`src/design/rcdt_pkg.sv`:
```
package rcdt_pkg;
    localparam logic [3:0] ADDR_CONFIG    = 4'h1;
    localparam logic [3:0] ADDR_CONTROL   = 4'h2;
    localparam logic [3:0] ADDR_OFF_HI    = 4'h4;
    localparam logic [3:0] ADDR_OFF_LO    = 4'h5;
    localparam logic [3:0] ADDR_WAKE      = 4'h6;
    localparam logic [3:0] ADDR_SETTLE_HI = 4'h7;
    localparam logic [3:0] ADDR_SETTLE_LO = 4'h8;
    localparam logic [3:0] ADDR_STATUS    = 4'h9;

    localparam int CTL_FSK_CAL   = 0;
    localparam int CTL_POLL_CAL  = 1;
    localparam int CTL_ASK_TRACK = 2;
    localparam int CFG_DRX_SEL   = 0;
    localparam int CFG_PS_LO     = 1;
    localparam int CFG_PS_HI     = 2;
    localparam int ST_FSK_DONE   = 0;
    localparam int ST_POLL_DONE  = 1;
    localparam int ST_XTAL_OK    = 5;
    localparam int ST_LNA_GAIN   = 6;
    localparam int ST_PLL_LOCK   = 7;

    localparam logic [7:0] CONTROL_RESET = 8'h00;
    localparam logic [7:0] CONFIG_RESET  = 8'h00;
    localparam logic [7:0] TIMER_RESET   = 8'h00;

    localparam int CLK_PERIOD_NS  = 10;
    localparam int BASE_TICK_NS   = 120000;
    localparam int BASE_TICK_CYC  = BASE_TICK_NS / CLK_PERIOD_NS;
    localparam logic [1:0] PS_X1  = 2'b00;
    localparam logic [1:0] PS_X4  = 2'b01;
    localparam logic [1:0] PS_X16 = 2'b10;
    localparam logic [17:0] MULT_X1  = 18'h0_0001;
    localparam logic [17:0] MULT_X4  = 18'h0_0004;
    localparam logic [17:0] MULT_X16 = 18'h0_0010;
    localparam logic [17:0] MULT_X64 = 18'h0_0040;
endpackage : rcdt_pkg

```
`src/design/rcdt_interval.sv`:
```
// One programmable interval: count units x mult base ticks per unit
module rcdt_interval
    import rcdt_pkg::*;
(
    input  wire logic        clk_i,     // Clock
    input  wire logic        rst_i,     // Async reset
    input  wire logic        start_i,   // Start pulse
    input  wire logic        tick_i,    // Base tick pulse
    input  wire logic [15:0] count_i,   // Base-unit count
    input  wire logic [17:0] mult_i,    // Ticks per unit
    output logic             busy_o,    // Running
    output logic             done_o     // End pulse
);
    typedef struct packed {
        logic [33:0] left;
        logic        busy;
        logic        done;
    } rcdt_iv_t;
    rcdt_iv_t s_reg, s_next;

    always_comb begin
        s_next      = s_reg;
        s_next.done = 1'b0;
        if (start_i) begin
            s_next.left = 34'(count_i) * 34'(mult_i);
            s_next.busy = (count_i != 16'h0000); // Zero count never runs
        end else if (s_reg.busy && tick_i) begin
            s_next.left = s_reg.left - 34'h0_0000_0001;
            if (s_reg.left == 34'h0_0000_0001) begin
                s_next.busy = 1'b0;
                s_next.done = 1'b1;
            end
        end
    end

    always_ff @(posedge clk_i or posedge rst_i) begin
        if (rst_i) begin
            s_reg <= '0;
        end else begin
            s_reg <= s_next;
        end
    end

    assign busy_o = s_reg.busy;
    assign done_o = s_reg.done;
endmodule : rcdt_interval

```
`src/design/rcdt_top.sv`:
```
module rcdt_top
    import rcdt_pkg::*;
(
    input  wire logic       MCLK_I,          // 100 MHz clock
    input  wire logic       RST_I,           // Async reset, high
    input  wire logic       WR_EN_I,         // Register write strobe
    input  wire logic [3:0] WR_ADDR_I,       // Write address
    input  wire logic [7:0] WR_DATA_I,       // Write data
    input  wire logic [3:0] RD_ADDR_I,       // Read address
    output logic      [7:0] RD_DATA_O,       // Read data, registered
    input  wire logic       PLL_LOCKED_I,    // PLL lock, async
    input  wire logic       LNA_GAIN_I,      // LOW_NOISE_AMPLIFIER high gain, async
    input  wire logic       XTAL_VALID_I,    // Crystal clock seen, async
    input  wire logic       POLL_CAL_OK_I,   // Polling cal finished pulse
    input  wire logic       FSK_CAL_OK_I,    // FSK cal finished pulse
    input  wire logic       DRX_RESTART_I,   // Start duty cycle sequence
    output logic            POLL_CAL_RUN_O,  // Polling cal running
    output logic            FSK_CAL_RUN_O,   // FSK cal running
    output logic            ASK_TRACK_O,     // ASK peak tracking
    output logic            DRX_SELECT_O,    // Duty-cycled mode
    output logic      [1:0] OFF_PRESCALE_O,  // Off prescale
    output logic            OFF_ACTIVE_O,    // Off interval running
    output logic            WAKE_ACTIVE_O,   // Wake interval running
    output logic            SETTLE_ACTIVE_O, // Settle interval running
    output logic            SEQ_END_O        // Settle end pulse
);
    typedef struct packed {
        logic [7:0] config_r;
        logic [7:0] control;
        logic [7:0] off_hi;
        logic [7:0] off_lo;
        logic [7:0] wake;
        logic [7:0] settle_hi;
        logic [7:0] settle_lo;
        logic       poll_done;
        logic       fsk_done;
        logic [2:0] s1;
        logic [2:0] s2;
        logic [2:0] s3;
        logic [2:0] stat;
        logic [13:0] base_cnt;
        logic       tick;
        logic [7:0] rd_data;
    } rcdt_state_t;
    rcdt_state_t s_reg, s_next;

    logic        off_busy, wake_busy, settle_busy;
    logic        off_done, wake_done, settle_done;
    logic        off_start, wake_start, settle_start;
    logic [17:0] off_mult;
    logic [7:0]  status_val;

    // Sync inputs, async of MCLK
    logic [2:0] async_in;
    assign async_in = {PLL_LOCKED_I, LNA_GAIN_I, XTAL_VALID_I};

    always_comb begin
        unique case (s_reg.config_r[CFG_PS_HI:CFG_PS_LO])
            PS_X1:   off_mult = MULT_X1;
            PS_X4:   off_mult = MULT_X4;
            PS_X16:  off_mult = MULT_X16;
            default: off_mult = MULT_X64;
        endcase
    end

    always_comb begin
        status_val               = 8'h00;
        status_val[ST_PLL_LOCK]  = s_reg.stat[2];
        status_val[ST_LNA_GAIN]  = s_reg.stat[1];
        status_val[ST_XTAL_OK]   = s_reg.stat[0];
        status_val[ST_POLL_DONE] = s_reg.poll_done;
        status_val[ST_FSK_DONE]  = s_reg.fsk_done;
    end

    assign off_start    = DRX_RESTART_I && s_reg.config_r[CFG_DRX_SEL];
    assign wake_start   = off_done;
    assign settle_start = wake_done;

    always_comb begin
        s_next    = s_reg;
        s_next.s1 = async_in;
        s_next.s2 = s_reg.s1;
        s_next.s3 = s_reg.s2;
        for (int i = 0; i < 3; i++) begin
            if (s_reg.s2[i] == s_reg.s3[i]) begin
                s_next.stat[i] = s_reg.s3[i];
            end
        end
        // Shared 120 us tick
        s_next.tick = 1'b0;
        if (s_reg.base_cnt == 14'(BASE_TICK_CYC - 1)) begin
            s_next.base_cnt = 14'h0000;
            s_next.tick     = 1'b1;
        end else begin
            s_next.base_cnt = s_reg.base_cnt + 14'h0001;
        end
        if (WR_EN_I) begin
            unique case (WR_ADDR_I)
                ADDR_CONFIG:    s_next.config_r  = WR_DATA_I;
                ADDR_CONTROL: begin
                    s_next.control = WR_DATA_I;
                    if (WR_DATA_I[CTL_POLL_CAL]) begin
                        s_next.poll_done = 1'b0;
                    end
                    if (WR_DATA_I[CTL_FSK_CAL]) begin
                        s_next.fsk_done = 1'b0;
                    end
                    // Running cal is not stopped by a write of 0
                    if (s_reg.control[CTL_POLL_CAL] && !POLL_CAL_OK_I) begin
                        s_next.control[CTL_POLL_CAL] = 1'b1;
                    end
                    if (s_reg.control[CTL_FSK_CAL] && !FSK_CAL_OK_I) begin
                        s_next.control[CTL_FSK_CAL] = 1'b1;
                    end
                end
                ADDR_OFF_HI:    s_next.off_hi    = WR_DATA_I;
                ADDR_OFF_LO:    s_next.off_lo    = WR_DATA_I;
                ADDR_WAKE:      s_next.wake      = WR_DATA_I;
                ADDR_SETTLE_HI: s_next.settle_hi = WR_DATA_I;
                ADDR_SETTLE_LO: s_next.settle_lo = WR_DATA_I;
                default: ;
            endcase
        end
        // Completion after the write, so it wins over a same-cycle write
        if (s_reg.control[CTL_POLL_CAL] && POLL_CAL_OK_I) begin
            s_next.control[CTL_POLL_CAL] = 1'b0;
            s_next.poll_done             = 1'b1;
        end
        if (s_reg.control[CTL_FSK_CAL] && FSK_CAL_OK_I) begin
            s_next.control[CTL_FSK_CAL] = 1'b0;
            s_next.fsk_done             = 1'b1;
        end
        unique case (RD_ADDR_I)
            ADDR_CONFIG:    s_next.rd_data = s_reg.config_r;
            ADDR_CONTROL:   s_next.rd_data = s_reg.control;
            ADDR_OFF_HI:    s_next.rd_data = s_reg.off_hi;
            ADDR_OFF_LO:    s_next.rd_data = s_reg.off_lo;
            ADDR_WAKE:      s_next.rd_data = s_reg.wake;
            ADDR_SETTLE_HI: s_next.rd_data = s_reg.settle_hi;
            ADDR_SETTLE_LO: s_next.rd_data = s_reg.settle_lo;
            ADDR_STATUS:    s_next.rd_data = status_val;
            default:        s_next.rd_data = 8'h00;
        endcase
    end

    always_ff @(posedge MCLK_I or posedge RST_I) begin
        if (RST_I) begin
            s_reg           <= '0;
            s_reg.config_r  <= CONFIG_RESET;
            s_reg.control   <= CONTROL_RESET;
            s_reg.settle_hi <= TIMER_RESET;
            s_reg.settle_lo <= TIMER_RESET;
            s_reg.off_hi    <= TIMER_RESET;
            s_reg.off_lo    <= TIMER_RESET;
            s_reg.wake      <= TIMER_RESET;
        end else begin
            s_reg <= s_next;
        end
    end

    rcdt_interval u_off (
        .clk_i   (MCLK_I),
        .rst_i   (RST_I),
        .start_i (off_start),
        .tick_i  (s_reg.tick),
        .count_i ({s_reg.off_hi, s_reg.off_lo}),
        .mult_i  (off_mult),
        .busy_o  (off_busy),
        .done_o  (off_done)
    );

    rcdt_interval u_wake (
        .clk_i   (MCLK_I),
        .rst_i   (RST_I),
        .start_i (wake_start),
        .tick_i  (s_reg.tick),
        .count_i ({8'h00, s_reg.wake}),
        .mult_i  (MULT_X1),
        .busy_o  (wake_busy),
        .done_o  (wake_done)
    );

    rcdt_interval u_settle (
        .clk_i   (MCLK_I),
        .rst_i   (RST_I),
        .start_i (settle_start),
        .tick_i  (s_reg.tick),
        .count_i ({s_reg.settle_hi, s_reg.settle_lo}),
        .mult_i  (MULT_X1),
        .busy_o  (settle_busy),
        .done_o  (settle_done)
    );

    assign RD_DATA_O       = s_reg.rd_data;
    assign POLL_CAL_RUN_O  = s_reg.control[CTL_POLL_CAL];
    assign FSK_CAL_RUN_O   = s_reg.control[CTL_FSK_CAL];
    assign ASK_TRACK_O     = s_reg.control[CTL_ASK_TRACK];
    assign DRX_SELECT_O    = s_reg.config_r[CFG_DRX_SEL];
    assign OFF_PRESCALE_O  = s_reg.config_r[CFG_PS_HI:CFG_PS_LO];
    assign OFF_ACTIVE_O    = off_busy;
    assign WAKE_ACTIVE_O   = wake_busy;
    assign SETTLE_ACTIVE_O = settle_busy;
    assign SEQ_END_O       = settle_done;
endmodule : rcdt_top

```
`config.mk`:
```
export PLATFORM = sky130hd
export DESIGN_NAME = rcdt_top
export DESIGN_NICKNAME = d
export VERILOG_FILES = /design/src/design/rcdt_pkg.sv /design/src/design/rcdt_interval.sv /design/src/design/rcdt_top.sv
export SDC_FILE = /design/constraint.sdc
export NUM_CORES = 1
export LEC_CHECK = 0
export BUFFER_PORTS_ARGS = -buffer_cell sky130_fd_sc_hd__buf_2
export CORE_MARGIN = 8
export CORE_UTILIZATION = 70
export CTS_BUF_LIST = sky130_fd_sc_hd__clkbuf_4 sky130_fd_sc_hd__clkbuf_8
export DETAILED_ROUTE_END_ITERATION = 10
export PLACE_DENSITY = 0.91
export SYNTH_ARGS = -nofsm -noshare
export SYNTH_HDL_FRONTEND = slang
export SYNTH_HIERARCHICAL = 1
export SYNTH_SLANG_ARGS = --single-unit
```
`constraint.sdc`:
```
create_clock -name MCLK_I -period 15.8 [get_ports MCLK_I]
set_clock_uncertainty 0.05 [all_clocks]
set_input_delay 0 -clock MCLK_I [delete_from_list [all_inputs] [get_ports MCLK_I]]
set_output_delay 0 -clock MCLK_I [all_outputs]
set_load 0.005 [all_outputs]
```
* Yosys cells after proc, flatten, opt, wreduce, memory -nomap -nowiden
Cells that the tools add are included.
** Storage, ports and cells
- Input port bits :: 25
- Bits in latches :: 0
- Register bits after elaboration :: 201
- Memories kept :: 0
- Logic and storage cells :: 130
- Bits in writable memories :: 0
- ROM bits :: 0
- Output and inout bits :: 18
** Operators by class
- Divide/modulo/power cells :: 0
- Mux-type cells :: 32
- Bitwise operators :: 0
- Add/subtract/negate cells :: 4
- Shift operators :: 0
- $mul :: 1
- Equality and inequality tests :: 24
- Magnitude comparators :: 0
- Reduce and logical (&&, ||, !) cells :: 40
** Operators by type and width (count)
- $mux W36 :: 3
- $mux W35 :: 3
- $eq A34 B1 Y1 const B :: 3
- $sub A34 B1 Y34 const B :: 3
- $pmux W8 S8 :: 1
- $reduce_bool A16 Y1 :: 3
- $mux W44 :: 1
- $mux W8 :: 5
- $eq A4 B3 Y1 const B :: 8
- $reduce_and A2 Y1 :: 12
- $reduce_bool A2 Y1 :: 12
- $mul A16 B7 Y23 :: 1
- $pmux W7 S3 :: 1
- $add A14 B1 Y14 const B :: 1
- $eq A14 B14 Y1 const B :: 1
- $mux W14 :: 1
- $eq A4 B4 Y1 const B :: 3
- $mux W1 :: 12
- $mux W2 :: 5
- $eq A4 B1 Y1 const B :: 2
- $eq A4 B2 Y1 const B :: 2
- $logic_and A1 B1 Y1 :: 8
- $reduce_and A3 Y1 :: 2
- $eq A1 B1 Y1 :: 3
- other kinds (4) :: 5

* Logic depth before layout (Yosys ltp)
Gate-level depths: netlist of the first run.
- Word-level depth :: 6
- Depth in mapped cells :: 24
- Gate-level depth less buffers :: 22

* By module
Netlist of the first run, hierarchy kept.
** Modules (own cells, without submodules)
- rcdt_interval at u_off :: times used 1, cells an instance 1340, seq. area each 900.9 um^2, area an instance 11642.4 um^2
- rcdt_interval at u_settle :: times used 1, cells an instance 1308, seq. area each 900.9 um^2, area an instance 11418.5 um^2
- rcdt_interval at u_wake :: times used 1, cells an instance 1303, seq. area each 900.9 um^2, area an instance 11348.4 um^2
- rcdt_top :: times used 1, cells an instance 326, seq. area each 2327.2 um^2, area an instance 4095.2 um^2

* Worst setup path after synthesis of the first run
OpenSTA, ideal clock, no wires.
- Path type :: flip-flop to flip-flop
- Start :: register s_reg (netlist bit OFF_PRESCALE_O[0])
- End :: register u_off/s_reg[22] in the netlist's numbering
- Setup slack :: 9.794 ns
- Buffers on the path :: 2
- Setup time :: 0.125 ns
- Cell stages (with the launch flop) :: 21
- Period minus slack after synthesis :: 6.006 ns
- Required time :: 15.625 ns
- Data arrival time :: 5.831 ns
- Path through :: dfrtp_1 nor2_1 clkbuf_1 nand2_1 fa_1 fa_1 inv_1 fa_1 fa_1 fa_1 inv_1 fa_1 inv_1 ha_1 clkbuf_1 nand2_1 a211o_1 o21ai_0 a41oi_1 xnor2_1 mux2_2
** Between the ends
- Longest elaborated chain between the ends :: 4
- Elaborated cells on any way between the ends :: 6
- Classes of those cells :: 1 x mul; 2 x eq/ne; 2 x mux; 1 x reduce/logical
** RTL lines
- from (decl) :: RTL line rcdt_top.sv:45 : rcdt_state_t s_reg, s_next;
- from (signal assigned) :: RTL line rcdt_top.sv:157 : s_reg <= s_next;
- $eq A2 B2 Y1 (tied with other cells) :: RTL line rcdt_top.sv:58 : unique case (s_reg.config_r[CFG_PS_HI:CFG_PS_LO])
- $pmux W7 S3 * :: RTL line rcdt_top.sv:58
- net off_mult[0] :: RTL line rcdt_top.sv:50 : logic [17:0] off_mult;
- $mul A16 B7 Y23 * :: RTL line rcdt_interval.sv:25 : s_next.left = 34'(count_i) * 34'(mult_i);
- $mux W35 * :: RTL line rcdt_interval.sv:24 : if (start_i) begin
- to (signal assigned) :: RTL line rcdt_interval.sv:40 : s_reg <= s_next;
- to (decl) :: RTL line rcdt_interval.sv:19 : rcdt_iv_t s_reg, s_next;
Mark *: on every way through the listed nets, which the timed path passes. The rest lies on a longest branch.
A chain may end at the register's enable or synchronous reset.

==> results of run 1 <==
## critical path, cell delays in order, from the launching register on
cell and delay (ns):
dfrtp_1 0.43, nor2b_1 0.98, and2_1 0.29, fa_1 0.43, fa_1 0.54, fa_1 0.53
fa_1 0.57, fa_1 0.57, inv_1 0.06, fa_1 0.55, inv_1 0.05, ha_1 0.44
and3_1 0.28, nand3_1 0.14, o21ai_0 0.45, nor2_1 0.14, xor2_1 0.18, mux2i_1 0.13
## per-stage QoR
step                setup slack [ns]  utilization, %
CTS                            9.062           75.99
detailed placement             9.126           73.68
global placement               9.240           73.68
finish                         8.899           76.04
floorplan                      9.794               -
global route                   8.546           76.02
## routing by layer
layer	track usage, %	wire [um]	up-vias
li1	-	-	13550
met1	39.84	37090	15200
met2	55.04	48800	1729
met3	9.266	10300	485
met4	17.11	5759	12
met5	0	76	-
## timing repair
action | CTS | global route
hold buffers | 38 | 0
gates resized for setup | 0 | 0
hold endpoints to repair | 208 | 0
## cells in the mapped netlist, types with 20 or more instances
cell type    n
inv_1      755
fa_1       666
nand2_1    630
and2_1     397
ha_1       325
dfrtp_1    201
clkbuf_1   177
nor2_1     144
a21oi_1    120
o21ai_0    103
xnor2_1     95
xor2_1      86
mux2_2      59
nand3_1     48
nor3_1      42
nor4_1      37
a21o_1      29
mux2i_1     20
## final cells by class
class,count,area (sq um),share of cell area (%)
sequential,201,5032,12.08
tap,704,880.8,2.115
antenna,11,27.53,0.06610
clock inverter,10,113.9,0.2734
multi-input combinational,3471,31130,74.76
clock buffer,60,769.5,1.848
inverter,756,2840,6.820
timing repair buffer,114,845.8,2.031
## cells by family after synthesis
family / count (synthesis) / share of synthesized area [%]
AOI/OAI and AO/OA: 404 / 6.681
buffers and inverters: 961 / 9.550
xor gates and xnor gates: 181 / 4.117
and+or+nand+nor: 1455 / 19.06
other: 2 / 0.01950
muxes: 79 / 2.245
adders and majority gates: 994 / 45.27
DFF: 201 / 13.06
## how the worst max path moves through the flow
stage / from / end / slack (ns) / depth (start not counted)
floorplan: OFF_PRESCALE_O[0] / u_off/s_reg[22] / 9.79 / 20
finish: OFF_PRESCALE_O[1] / u_off/s_reg[26] / 8.90 / 17
global placement: OFF_PRESCALE_O[0] / u_off/s_reg[24] / 9.24 / 19
detailed placement: OFF_PRESCALE_O[1] / u_off/s_reg[26] / 9.13 / 17
global route: OFF_PRESCALE_O[1] / u_off/s_reg[26] / 8.55 / 18
CTS: OFF_PRESCALE_O[1] / u_off/s_reg[26] / 9.06 / 17
==> metrics.txt, run 1 <==
Largest register FFs=73; Synth-to-Final Area Change=8.156%; Rows=86; vias in the first global route=33560; clock sink count=201; initial antenna violation count=15; Final Non-Filler Cells=5327; fin crit share=43.68%; reg2reg start=OFF_PRESCALE_O[1]; area leader, netlist=fa_1; number of remaining DRC errors=0; clock slew at the register clock pins of the worst setup and hold paths=0.07 ns; number of nets in the layout=5599; Final Hold Viols=0; R2R Path End=u_off/s_reg[26]; H-tree depth=2; later-pin clock latency in the skew report=0.62 ns; DP Wirelength=75970 um; fillers=3386; total CTS buffers=39; most common cell after layout, fill and taps aside=inv_1; Core Box Area=54770 sq um; setup bufs post-CTS=0; Hold WC Path Type=input pin to asynchronous set/reset pin; placed cells=5208; initial core utilization=70.30%; CTS Root Cell=clkbuf_8; drt pass-1 iters=8; Max transition margin=18.13%; number of synthesized flops with an enable pin=0; final critical-path required period=6.901 ns; sequential fraction of the synthesis area=13.06%; WL final=102000 um; # setup viols final=0; Finished Cell Area=41640 sq um; flops & latches, synth=201; FF-to-FF path depth=17; largest net degree at the start of global routing=74; CP Max Fanout=16; grt ovf=0; crit start category=flip-flop; antenna-violating nets left=0; crit path DAT=7.36 ns; Post-DP Area=40350 sq um; Data required, critical path=16.25 ns; CTS Buffer Depth=3; top cells by area, synth=fa_1 35%, dfrtp_1 13%, ha_1 11%; max cap viols=0; worst hold slack=0.08163 ns; Synth top area share=34.63%; Mapped Cells=4277; Post-Syn Area per Cell=9.003 sq um; Main synth FF type=dfrtp_1; gr usage total=33.34%; die area=62770 sq um; drt via density=5.816; fmax=144.9 MHz; actual slew at the worst max-slew pin=1.226 ns; R2R setup slack=8.90 ns; kind of critical path=flip-flop to flip-flop; Wirelength per Cell=19.15 um; ys async rst share=100.0%; gpl congestion=0.9520; CTS tree=built; Top-Level Pins=43; RSZ-0062 raised after global routing=false; Final Max Tran Viols=0; vias=30980; Cell Area, Synth=38500 sq um; share of layout cells above drive strength 1=5.486%; first-pass GRT wire length=168600 um; most frequent cells in the layout=754 x inv_1, 666 x fa_1, 630 x nand2_1; nature of the critical path endpoint=flip-flop; port bufs=42; Die Wd=250.5 um; status=completed; Die Ht=250.5 um; initial drt markers=2811; Ys Warns=6; Setup TNS=0 ns; Distinct cells, synth=95
Power of run 1 is left out: the tool's default activity adds up to more than one toggle a clock period on the data nets, which glitch-free logic cannot reach.
==> run 2, diff against run 1 <==
--- a/config.mk
+++ b/config.mk
@@ -7,10 +7,10 @@
 export LEC_CHECK = 0
 export BUFFER_PORTS_ARGS = -buffer_cell sky130_fd_sc_hd__buf_2
 export CORE_MARGIN = 8
-export CORE_UTILIZATION = 70
+export CORE_UTILIZATION = 68
 export CTS_BUF_LIST = sky130_fd_sc_hd__clkbuf_4 sky130_fd_sc_hd__clkbuf_8
 export DETAILED_ROUTE_END_ITERATION = 10
-export PLACE_DENSITY = 0.91
+export PLACE_DENSITY = 0.89
 export SYNTH_ARGS = -nofsm -noshare
 export SYNTH_HDL_FRONTEND = slang
 export SYNTH_HIERARCHICAL = 1
==> constraint.sdc (replaced) <==
create_clock -name MCLK_I -period 6.46 [get_ports MCLK_I]
set_clock_uncertainty 0.05 [all_clocks]
set_input_delay 0 -clock MCLK_I [delete_from_list [all_inputs] [get_ports MCLK_I]]
set_output_delay 0 -clock MCLK_I [all_outputs]
set_load 0.005 [all_outputs]
==> run 2 against run 1 <==
  * Maximum frequency up 11%
  * Global-route usage shrank 1.7 points
  * Register-to-register slack worse by 8.7 ns
  * Sequential share of layout area decreased by 0.064 points
  * Core utilization shrank 1.5 points
  * Wire length shrank 2.7%
==> metrics.txt, run 2 (synthesis gave the netlist of run 1 again) <==
initial core utilization=68.55% (-1.8 points); final critical-path required period=6.213 ns (-0.6880 ns); first-pass GRT wire length=163400 um (-3.0%); share of layout cells above drive strength 1=5.854% (+0.37 points); R2R setup slack=0.25 ns (-8.65 ns); WL final=99300 um (-2.7%); crit start category=flip-flop; grt ovf=0 (unchanged); actual slew at the worst max-slew pin=0.9999 ns (-0.2257 ns); CTS Buffer Depth=3 (unchanged); FF-to-FF path depth=19 (+2); total CTS buffers=38 (-2.6%); status=completed; Max transition margin=33.34% (+15 points); nature of the critical path endpoint=flip-flop; max cap viols=0 (unchanged); Wirelength per Cell=18.43 um (-3.8%); reg2reg start=OFF_PRESCALE_O[0]; clock sink count=201 (unchanged); DP Wirelength=76220 um (+0.33%); initial drt markers=2635 (-6.3%); fillers=3746 (+11%); Die Ht=254.0 um (+1.4%); Final Max Tran Viols=0 (unchanged); fin crit share=96.17% (+52 points); Largest register FFs=73 (unchanged); later-pin clock latency in the skew report=0.64 ns (+0.02 ns); # setup viols final=0 (unchanged); Data required, critical path=6.88 ns (-9.37 ns); RSZ-0062 raised after global routing=false; gr usage total=31.66% (-1.7 points); placed cells=5275 (+1.3%); vias=30700 (-0.90%); number of remaining DRC errors=0 (unchanged); Core Box Area=56170 sq um (+2.6%); Final Hold Viols=0 (unchanged); most frequent cells in the layout=754 x inv_1, 666 x fa_1, 630 x nand2_1; H-tree depth=2 (unchanged); gpl congestion=0.9440 (-0.84%); Setup TNS=0 ns (unchanged); CP Max Fanout=16 (unchanged); CTS tree=built; port bufs=42 (unchanged); Top-Level Pins=43 (unchanged); number of nets in the layout=5617 (+0.32%); initial antenna violation count=10 (-5); most common cell after layout, fill and taps aside=inv_1; fmax=161.0 MHz (+11%); Die Wd=254.0 um (+1.4%); drt pass-1 iters=6 (-2); kind of critical path=flip-flop to flip-flop; R2R Path End=u_off/s_reg[24]; drt via density=5.697 (-2.0%); vias in the first global route=33250 (-0.93%); Synth-to-Final Area Change=8.731%; clock slew at the register clock pins of the worst setup and hold paths=0.07 ns (about the same); die area=64500 sq um (+2.8%); Rows=87 (+1.2%); antenna-violating nets left=0 (unchanged); Hold WC Path Type=input pin to asynchronous set/reset pin; largest net degree at the start of global routing=74 (unchanged); setup bufs post-CTS=0 (unchanged); CTS Root Cell=clkbuf_8; Final Non-Filler Cells=5389 (+1.2%); crit path DAT=6.63 ns (-0.73 ns)
==> run 2: cell types whose count changed in the layout (fill, tap and decap cells not counted), sizes merged <==
cell / delta
buf: +15
clkbuf: -7
diode: -7
clkinv: +4
dlygate4sd3: +4
bufinv: +3
clkinvlp: -2
==> run 2: critical path, stage by stage, from the launching register on <==
cell and delay, ns:
dfrtp_1 0.46, and2_2 0.40, nand2_1 0.13, fa_1 0.50, inv_1 0.11, fa_1 0.44
fa_1 0.49, fa_1 0.53, fa_1 0.55, inv_1 0.06, fa_1 0.54, inv_1 0.04
ha_1 0.39, a21oi_1 0.28, o21ai_0 0.23, a311oi_2 0.37, o31ai_1 0.15, xor2_1 0.17
nand2_1 0.08, o21ai_0 0.09
==> run 2: final cells by class <==
class	count	area, sq um	share of cell area, %
diodes	4	10.01	0.02391
clock buffers	53	679.4	1.623
clock inverters	15	209.0	0.4991
inverters	756	2840	6.784
multi-input cells	3471	31150	74.41
flip-flops and latches	201	5032	12.02
well taps	756	945.9	2.259
repair buffers	133	998.5	2.385
==> run 2: per-layer routing <==
metal,GRT usage [%],up-vias,wire length [um],part of all wire (%)
met4,14.51,10,4474,4.5
met2,53.35,1603,48200,49
li1,-,13600,-,-
met3,6.800,364,9052,9.1
met1,38.91,15130,37500,38
met5,0,-,73,0.074
==> run 2: what timing repair did <==
| item | CTS | global route |
|---|---|---|
| endpoints found under the setup margin | 0 | 5 |
| resized for setup | 0 | 5 |
| hold buffers | 42 | 0 |
| endpoints found under the hold margin | 212 | 0 |
==> run 2: how the worst max path moves through the flow <==
stage	cells past startpoint	end	slack [ns]	start
detailed placement	19	u_off/s_reg[24]	0.14	OFF_PRESCALE_O[0]
finish	19	u_off/s_reg[24]	0.25	OFF_PRESCALE_O[0]
floorplan	20	u_off/s_reg[22]	0.45	OFF_PRESCALE_O[0]
global placement	20	u_off/s_reg[22]	0.13	OFF_PRESCALE_O[1]
global route	20	u_off/s_reg[22]	0.02	OFF_PRESCALE_O[1]
CTS	19	u_off/s_reg[24]	0.09	OFF_PRESCALE_O[0]
==> run 2: through the flow <==
stage | hold slack (ns) | worst slack (ns) | util (%) | cell area (sq um)
floorplan | -0.01857 | 0.4539 | - | 39840
global placement | 0.08309 | 0.1330 | 72.16 | 40530
detailed placement | 0.07800 | 0.1393 | 72.16 | 40530
CTS | 0.01690 | 0.08689 | 74.49 | 41840
global route | 0.1044 | 0.02092 | 74.53 | 41860
finish | 0.08646 | 0.2472 | 74.54 | 41870
Power of run 2 is left out for the same reason.
